### config.mk
export PLATFORM = sky130hd
export DESIGN_NAME = rls_snapshot_regs
export DESIGN_NICKNAME = d
export VERILOG_FILES = /design/src/pkg/rls_pkg.sv /design/src/rls_snapshot_regs.sv
export SDC_FILE = /design/constraint.sdc
export NUM_CORES = 1
export LEC_CHECK = 0
export BUFFER_PORTS_ARGS = -buffer_cell sky130_fd_sc_hd__buf_2
export CAP_MARGIN = 20
export CORE_UTILIZATION = 35
export CTS_CLUSTER_SIZE = 20
export DETAILED_ROUTE_END_ITERATION = 16
export PLACE_DENSITY = 0.66
export SYNTH_ARGS = -nofsm -noshare
export SYNTH_HDL_FRONTEND = slang
export SYNTH_SLANG_ARGS = --single-unit
### constraint.sdc
create_clock -name ref_clk_i -period 2.22 [get_ports ref_clk_i]
set_input_delay 0.111 -clock ref_clk_i [delete_from_list [all_inputs] [get_ports ref_clk_i]]
set_output_delay 0.111 -clock ref_clk_i [all_outputs]
set_load 0.005 [all_outputs]
### src/pkg/rls_pkg.sv
// Constants shared by the receive-link snapshot register bank.
package rls_pkg;
   localparam int          ADDR_W         = 9;
   localparam int          DATA_W         = 8;
   localparam int          SEL_W          = 3;
   // Register offsets.
   localparam logic [8:0]  OFF_CNT_CLEAR  = 9'h116;
   localparam logic [8:0]  OFF_LINK_SEL   = 9'h117;
   localparam logic [8:0]  OFF_GROUP_ID   = 9'h118;
   localparam logic [8:0]  OFF_CELL_OFS   = 9'h119;
   localparam logic [8:0]  OFF_FRAME_SEQ  = 9'h11a;
   localparam logic [8:0]  OFF_STAT_SEQ   = 9'h11b;
   localparam logic [8:0]  OFF_OOF_COUNT  = 9'h11c;
   localparam logic [8:0]  OFF_LINK_ID    = 9'h11d;
   localparam logic [8:0]  OFF_LINK_STATE = 9'h11e;
   localparam logic [8:0]  OFF_IRQ_STATUS = 9'h120;
   localparam logic [8:0]  OFF_IRQ_MASK   = 9'h121;
   // Reset values.
   localparam logic [7:0]  RST_GROUP_ID   = 8'h00;
   localparam logic [7:0]  RST_CELL_OFS   = 8'h00;
   localparam logic [7:0]  RST_FRAME_SEQ  = 8'h01;
   localparam logic [7:0]  RST_STAT_SEQ   = 8'h00;
   localparam logic [7:0]  RST_OOF_COUNT  = 8'h00;
   localparam logic [7:0]  RST_LINK_ID    = 8'h20;
   localparam logic [7:0]  RST_LINK_STATE = 8'h00;
   localparam logic [7:0]  RST_IRQ_MASK   = 8'h00;
   localparam logic [2:0]  RST_LINK_SEL   = 3'h0;
   // Link identity field positions.
   localparam int          LID_LOF_BIT    = 7;
   localparam int          LID_LOD_BIT    = 6;
   localparam int          LID_REF_BIT    = 5;
   localparam int          LID_NUM_MSB    = 4;
   // Link state field positions.
   localparam int          LST_FLEN_LSB   = 4;
   localparam int          LST_FRM_LSB    = 2;
   localparam int          LST_DEL_LSB    = 0;
   // Frame length codes.
   localparam logic [1:0]  FLEN_32        = 2'h0;
   localparam logic [1:0]  FLEN_64        = 2'h1;
   localparam logic [1:0]  FLEN_128       = 2'h2;
   localparam logic [1:0]  FLEN_256       = 2'h3;
   // Delineation state codes.
   localparam logic [1:0]  DSTATE_HUNT    = 2'h0;
   localparam logic [1:0]  DSTATE_PRESYNC = 2'h1;
   localparam logic [1:0]  DSTATE_SYNC    = 2'h2;
   localparam logic [1:0]  DSTATE_STUFF   = 2'h3;
   // Interrupt status bit positions and the counter ceiling.
   localparam int          IRQ_LOADED_BIT = 0;
   localparam int          IRQ_SAT_BIT    = 1;
   localparam int          IRQ_LOF_BIT    = 2;
   localparam logic [7:0]  CNT_MAX        = 8'hff;
endpackage

### src/rls_snapshot_regs.sv
// Receive-link snapshot register bank with per-link out-of-frame counters.
`timescale 1ns/10ps
module rls_snapshot_regs
   import rls_pkg::*;
#(
   parameter int NUM_LINKS = 8
) (
   input  wire logic                        ref_clk_i,
   input  wire logic                        rst_b_i,
   input  wire logic [ADDR_W-1:0]           addr_i,
   input  wire logic [DATA_W-1:0]           wr_data_i,
   input  wire logic                        wr_en_i,
   input  wire logic                        rd_en_i,
   output logic      [DATA_W-1:0]           rd_data_o,
   output logic                             irq_o,
   input  wire logic [NUM_LINKS-1:0][7:0]   group_identifier_i,
   input  wire logic [NUM_LINKS-1:0][7:0]   cell_offset_i,
   input  wire logic [NUM_LINKS-1:0][7:0]   frame_seq_i,
   input  wire logic [NUM_LINKS-1:0][7:0]   status_change_sequence_i,
   input  wire logic [NUM_LINKS-1:0]        out_of_frame_event_i,
   input  wire logic [NUM_LINKS-1:0]        loss_of_frame_state_i,
   input  wire logic [NUM_LINKS-1:0]        loss_of_delineation_state_i,
   input  wire logic [NUM_LINKS-1:0]        reference_link_i,
   input  wire logic [NUM_LINKS-1:0][4:0]   link_number_i,
   input  wire logic [NUM_LINKS-1:0][1:0]   frame_length_i,
   input  wire logic [NUM_LINKS-1:0][1:0]   frame_state_i,
   input  wire logic [NUM_LINKS-1:0][1:0]   delineation_state_i
);

   typedef struct packed {
      logic [SEL_W-1:0]               sel;
      logic [7:0]                     group_id;
      logic [7:0]                     cell_ofs;
      logic [7:0]                     frame_seq;
      logic [7:0]                     stat_seq;
      logic [7:0]                     oof_count;
      logic [7:0]                     link_id;
      logic [7:0]                     link_state;
      logic [NUM_LINKS-1:0][7:0]      counters;
      logic [7:0]                     irq_status;
      logic [7:0]                     irq_mask;
      logic [7:0]                     rdata;
   } rls_state_type;

   rls_state_type state_reg;
   rls_state_type state_next;

   logic [SEL_W-1:0] new_sel;
   logic             load;
   logic             clr_wr;
   logic             stat_rd;
   logic [7:0]       mux_group;
   logic [7:0]       mux_ofs;
   logic [7:0]       mux_fseq;
   logic [7:0]       mux_sseq;
   logic [7:0]       mux_count;
   logic [7:0]       mux_lid;
   logic [7:0]       mux_state;
   logic [7:0]       sat_now;

   // Keeps only the offset bits that a frame of the given length can use.
   function automatic logic [7:0] mask_offset(input logic [7:0] ofs, input logic [1:0] flen);
      logic [7:0] m;
      m = 8'hff;
      unique case (flen)
         FLEN_32:  m = 8'h1f;
         FLEN_64:  m = 8'h3f;
         FLEN_128: m = 8'h7f;
         FLEN_256: m = 8'hff;
      endcase
      return ofs & m;
   endfunction

   assign new_sel = wr_data_i[SEL_W-1:0];
   assign load    = wr_en_i && (addr_i == OFF_LINK_SEL);
   assign clr_wr  = wr_en_i && (addr_i == OFF_CNT_CLEAR);
   assign stat_rd = rd_en_i && (addr_i == OFF_IRQ_STATUS);

   // The snapshot is taken from the link named by the value being written, so software
   // sees the new link in the very first read after the select write.
   always_comb begin
      mux_group = group_identifier_i[new_sel];
      mux_ofs   = mask_offset(cell_offset_i[new_sel], frame_length_i[new_sel]);
      mux_fseq  = frame_seq_i[new_sel];
      mux_sseq  = status_change_sequence_i[new_sel];
      mux_count = state_reg.counters[new_sel];
      mux_lid   = {loss_of_frame_state_i[new_sel],
                   loss_of_delineation_state_i[new_sel],
                   reference_link_i[new_sel],
                   link_number_i[new_sel]};
      mux_state = {2'h0,
                   frame_length_i[new_sel],
                   frame_state_i[new_sel],
                   delineation_state_i[new_sel]};
   end

   always_comb begin
      state_next = state_reg;
      sat_now    = 8'h00;
      // Counters saturate so a long outage never wraps back to a small count.
      for (int k = 0; k < NUM_LINKS; k++) begin
         if (clr_wr && !wr_data_i[k]) begin
            state_next.counters[k] = 8'h00;
         end else if (out_of_frame_event_i[k] && state_reg.counters[k] != CNT_MAX) begin
            state_next.counters[k] = state_reg.counters[k] + 8'h01;
            if (state_reg.counters[k] == CNT_MAX - 8'h01) begin
               sat_now[k] = 1'b1;
            end
         end
      end
      // Only the select register can change the snapshot; writes elsewhere fall away.
      if (load) begin
         state_next.sel        = new_sel;
         state_next.group_id   = mux_group;
         state_next.cell_ofs   = mux_ofs;
         state_next.frame_seq  = mux_fseq;
         state_next.stat_seq   = mux_sseq;
         state_next.oof_count  = mux_count;
         state_next.link_id    = mux_lid;
         state_next.link_state = mux_state;
      end
      if (wr_en_i && addr_i == OFF_IRQ_MASK) begin
         state_next.irq_mask = wr_data_i;
      end
      // A read clears the status, but an event in the same cycle survives it.
      if (stat_rd) begin
         state_next.irq_status = 8'h00;
      end
      if (load) begin
         state_next.irq_status[IRQ_LOADED_BIT] = 1'b1;
         if (mux_lid[LID_LOF_BIT]) begin
            state_next.irq_status[IRQ_LOF_BIT] = 1'b1;
         end
      end
      if (|sat_now) begin
         state_next.irq_status[IRQ_SAT_BIT] = 1'b1;
      end
      state_next.rdata = 8'h00;
      if (rd_en_i) begin
         unique case (addr_i)
            OFF_LINK_SEL:   state_next.rdata = {5'h00, state_reg.sel};
            OFF_GROUP_ID:   state_next.rdata = state_reg.group_id;
            OFF_CELL_OFS:   state_next.rdata = state_reg.cell_ofs;
            OFF_FRAME_SEQ:  state_next.rdata = state_reg.frame_seq;
            OFF_STAT_SEQ:   state_next.rdata = state_reg.stat_seq;
            OFF_OOF_COUNT:  state_next.rdata = state_reg.oof_count;
            OFF_LINK_ID:    state_next.rdata = state_reg.link_id;
            OFF_LINK_STATE: state_next.rdata = state_reg.link_state;
            OFF_IRQ_STATUS: state_next.rdata = state_reg.irq_status;
            OFF_IRQ_MASK:   state_next.rdata = state_reg.irq_mask;
            default:        state_next.rdata = 8'h00;
         endcase
      end
   end

   always_ff @(posedge ref_clk_i or negedge rst_b_i) begin
      if (!rst_b_i) begin
         state_reg            <= '0;
         state_reg.sel        <= RST_LINK_SEL;
         state_reg.group_id   <= RST_GROUP_ID;
         state_reg.cell_ofs   <= RST_CELL_OFS;
         state_reg.frame_seq  <= RST_FRAME_SEQ;
         state_reg.stat_seq   <= RST_STAT_SEQ;
         state_reg.oof_count  <= RST_OOF_COUNT;
         state_reg.link_id    <= RST_LINK_ID;
         state_reg.link_state <= RST_LINK_STATE;
         state_reg.irq_mask   <= RST_IRQ_MASK;
      end else begin
         state_reg <= state_next;
      end
   end

   assign rd_data_o = state_reg.rdata;
   assign irq_o     = |(state_reg.irq_status & state_reg.irq_mask);

   // Each link's counter is watched on its own, so a fault on one lane cannot hide.
   // Saturation matters because a long outage must not wrap to a small count.
   for (genvar g = 0; g < NUM_LINKS; g++) begin : gen_counter_checks

   end
endmodule

==> impl_metrics.py <==
metrics = {
    "sta": {
        "slew_headroom": 0.334,
        "rsz0062_at_grt": "false",
        "setup_viol": 0,
        "post-route-period-util": 0.887,
        "final-hold-violation-count": 0,
        "tightest_slew_ns": 0.986,
        "finalMaxSlewViolations": 0,
        "finalWorstSetupSlack_ns": 0.252,
        "fin_skew_ns": 0.00902,
        "fmaxAchievable_mhz": 508,
        "period_needed_ns": 1.97,
        "finalSetupTns_ns": 0,
    },
    "worst_hold_path": {
        "hold_path.class": "in2reg",
        "worstHoldStart": "wr_data_i[4]",
    },
    "global_routing": {
        "antenna_found_initial": 3,
        "grt_max_degree": 49,
        "grt_pass1_vias": 8882,
        "grt_overflow": 0,
        "grt_pass1_wl_um": 50800,
        "track_usage": 0.235,
    },
    "die": {
        "initial_core_util": 0.357,
        "die_area_um2": 29200,
        "die_y_um": 171,
        "die_w_um": 171,
        "std_cell_rows": 61,
        "boundaryPins": 406,
        "core_area_um2": 27900,
    },
    "synthesis": {
        "synth_cell_types": 57,
        "ys.flop_type": "dfrtp_1",
        "avgSynthCellArea_um2": 11.4,
        "synthCells": 871,
        "netlist_area_um2": 9970,
        "synth-edff-count": 0,
        "syn_nets": 1284,
        "ys_seq_area_frac": 0.352,
        "ys_warn_count": 0,
        "ys_async_sr_fraction": 1.00,
        "synth_seq_cells": 140,
    },
    "routing": {
        "routed_via_density": 5.43,
        "wire_per_inst_um": 20.8,
        "route.detailed.drc": 0,
        "drtPass1Iterations": 6,
        "postRouteAntennaNets": 0,
        "drt_wl_total_um": 34800,
        "drt_iter0_markers": 569,
        "dr_total_vias": 9095,
    },
    "worst_setup_path": {
        "crit_buf_inv": 0,
        "reg2reg_from": "state_reg[73]",
        "critPathLaunch": "state_reg[73]",
        "path_cells": "ha_1 > and4b_1 > nand3_1 > o22ai_1 > a2111o_1 > or4_1",
        "worstPathMaxFanout": 5,
        "cp_top_family": "simple AND/OR/NAND/NOR gates",
        "crit_path_end_kind": "flip-flop",
        "critPathKind": "reg2reg",
        "arrival_ns": 2.26,
        "slowest_stage": "dfrtp_1",
        "crit_required_ns": 2.51,
        "critPathMaxStageDelay_ns": 0.44,
        "start_kind": "flip-flop",
    },
    "cts": {
        "cts_max_level": 4,
        "root_buffer": "clkbuf_16",
        "clock_latency_ns": 0.42,
        "clk_pin_slew_ns": 0.06,
        "cts_buffers": 17,
        "clock_path_buffers": 2,
        "cts.sinks": 140,
        "cts_tree": "yes",
    },
    "placed_design": {
        "post-place-ws_ns": -0.000627,
        "portBuffers": 405,
        "hpwlAfterDp_um": 28100,
        "dpl.cell_count": 1641,
        "finalWeightedCongestion": 0.882,
    },
    "cells_and_area": {
        "drive_above_1_share": 0.486,
        "nFillCells": 2644,
        "final_cells": 1674,
        "largest_register_ffs": 132,
        "fin_nets": 1696,
        "final_cell_mix": "buf_2 (401), dfrtp_1 (138), mux4_2 (114)",
        "area_growth_pct": 33.4,
        "layout_commonest_cell": "buf_2",
    },
    "run": {
        "max-cap-violations": 0,
    },
    "pwr": {
        "ir_drop_uv": 540,
        "p_total_w": 0.00969,
        "power_density_nw_per_um2": 729,
        "p_leak_nw": 6.25,
    },
    "outcome": {
        "outcome": "finished, final reports clean",
    },
}
kinds of logic after synthesis:
group	count (synthesis)	synth area share
multiplexers	187	0.333
AND/OR/NAND/NOR	272	0.137
buffers and inverters	89	0.0388
adder cells (fa/ha/maj)	16	0.0201
XOR/XNOR	44	0.0387
flip-flops	140	0.352
AO/OA/AOI/OAI	123	0.0801
worst reg2reg max path: cells and delay by family, from the launching register on:
kind,cells,cell delay [ns]
fa+ha+maj,1,0.27
simple gates,3,0.74
compound gates,2,0.38
flops,1,0.44
cell type report:
cell class                      count  area (µm²)  area share
Antenna cell                        1        2.50    0.000188
Timing Repair Buffer              458        2530       0.191
Clock buffer                       21         460      0.0346
Clock inverter                     10         141      0.0106
Tap cell                          378         473      0.0356
Inverter                           24        90.1     0.00678
Sequential cell                   140        3510       0.264
Multi-Input combinational cell    642        6090       0.458
Yosys cell counts (12+ instances only):
| library cell | instances | area share |
|---|---|---|
| dfrtp_1 | 138 | 0.35 |
| mux4_2 | 114 | 0.26 |
| nand4_1 | 23 | 0.014 |
| clkbuf_1 | 37 | 0.014 |
| o21ai_0 | 55 | 0.028 |
| nor2_1 | 74 | 0.028 |
| nand2_1 | 87 | 0.033 |
| mux2i_1 | 54 | 0.054 |
| buf_1 | 12 | 0.0045 |
| inv_1 | 24 | 0.0090 |
| ha_1 | 16 | 0.020 |
| mux2_2 | 19 | 0.021 |
| xor2_1 | 29 | 0.025 |
| nand3_1 | 19 | 0.0095 |
| xnor2_1 | 15 | 0.013 |
layer usage:
layer / vias up / routed length, µm / global-route usage
met1: 4517 / 14100 / 0.296
li1: 4165 / - / -
met5: - / 23 / 0
met3: 48 / 2500 / 0.0507
met4: 4 / 633 / 0.0666
met2: 361 / 17600 / 0.403
per-stage QoR:
step	hold WS [ns]	area (µm²)	util
after global routing	0.0173	13300	0.476
after floorplan	-0.185	9970	-
after detailed placement	0.0919	12700	0.454
after global placement	0.0940	12700	0.454
after CTS	0.0102	13300	0.476
final	0.0223	13300	0.476
path summary, 6_finish.rpt:
kind / end / slack (ns) / depth (start not counted)
max: state_reg[17] / 0.25 / 6
min: state_reg[12] / 0.02 / 2
max reg2reg: state_reg[17] / 0.25 / 6
min reg2reg: state_reg[106] / 0.47 / 2
max in group asynchronous: state_reg[120] / 1.36 / 3
min in group asynchronous: state_reg[84] / 0.19 / 2
power breakdown:
group	leakage, nW	total [W]	internal [W]	switching (W)
registers	1.83	0.00397	0.00311	0.000858
clock network	0.289	0.00291	0.00182	0.00109
logic	4.13	0.00282	0.00151	0.00131
repair_timing:
item / 4_1_cts / 5_1_grt
buffers inserted: 0 / 0
hold buffers: 1 / 0
gates resized for setup: 0 / 0
hold endpoints to repair: 46 / 0
(Power assumes the default switching activity.)
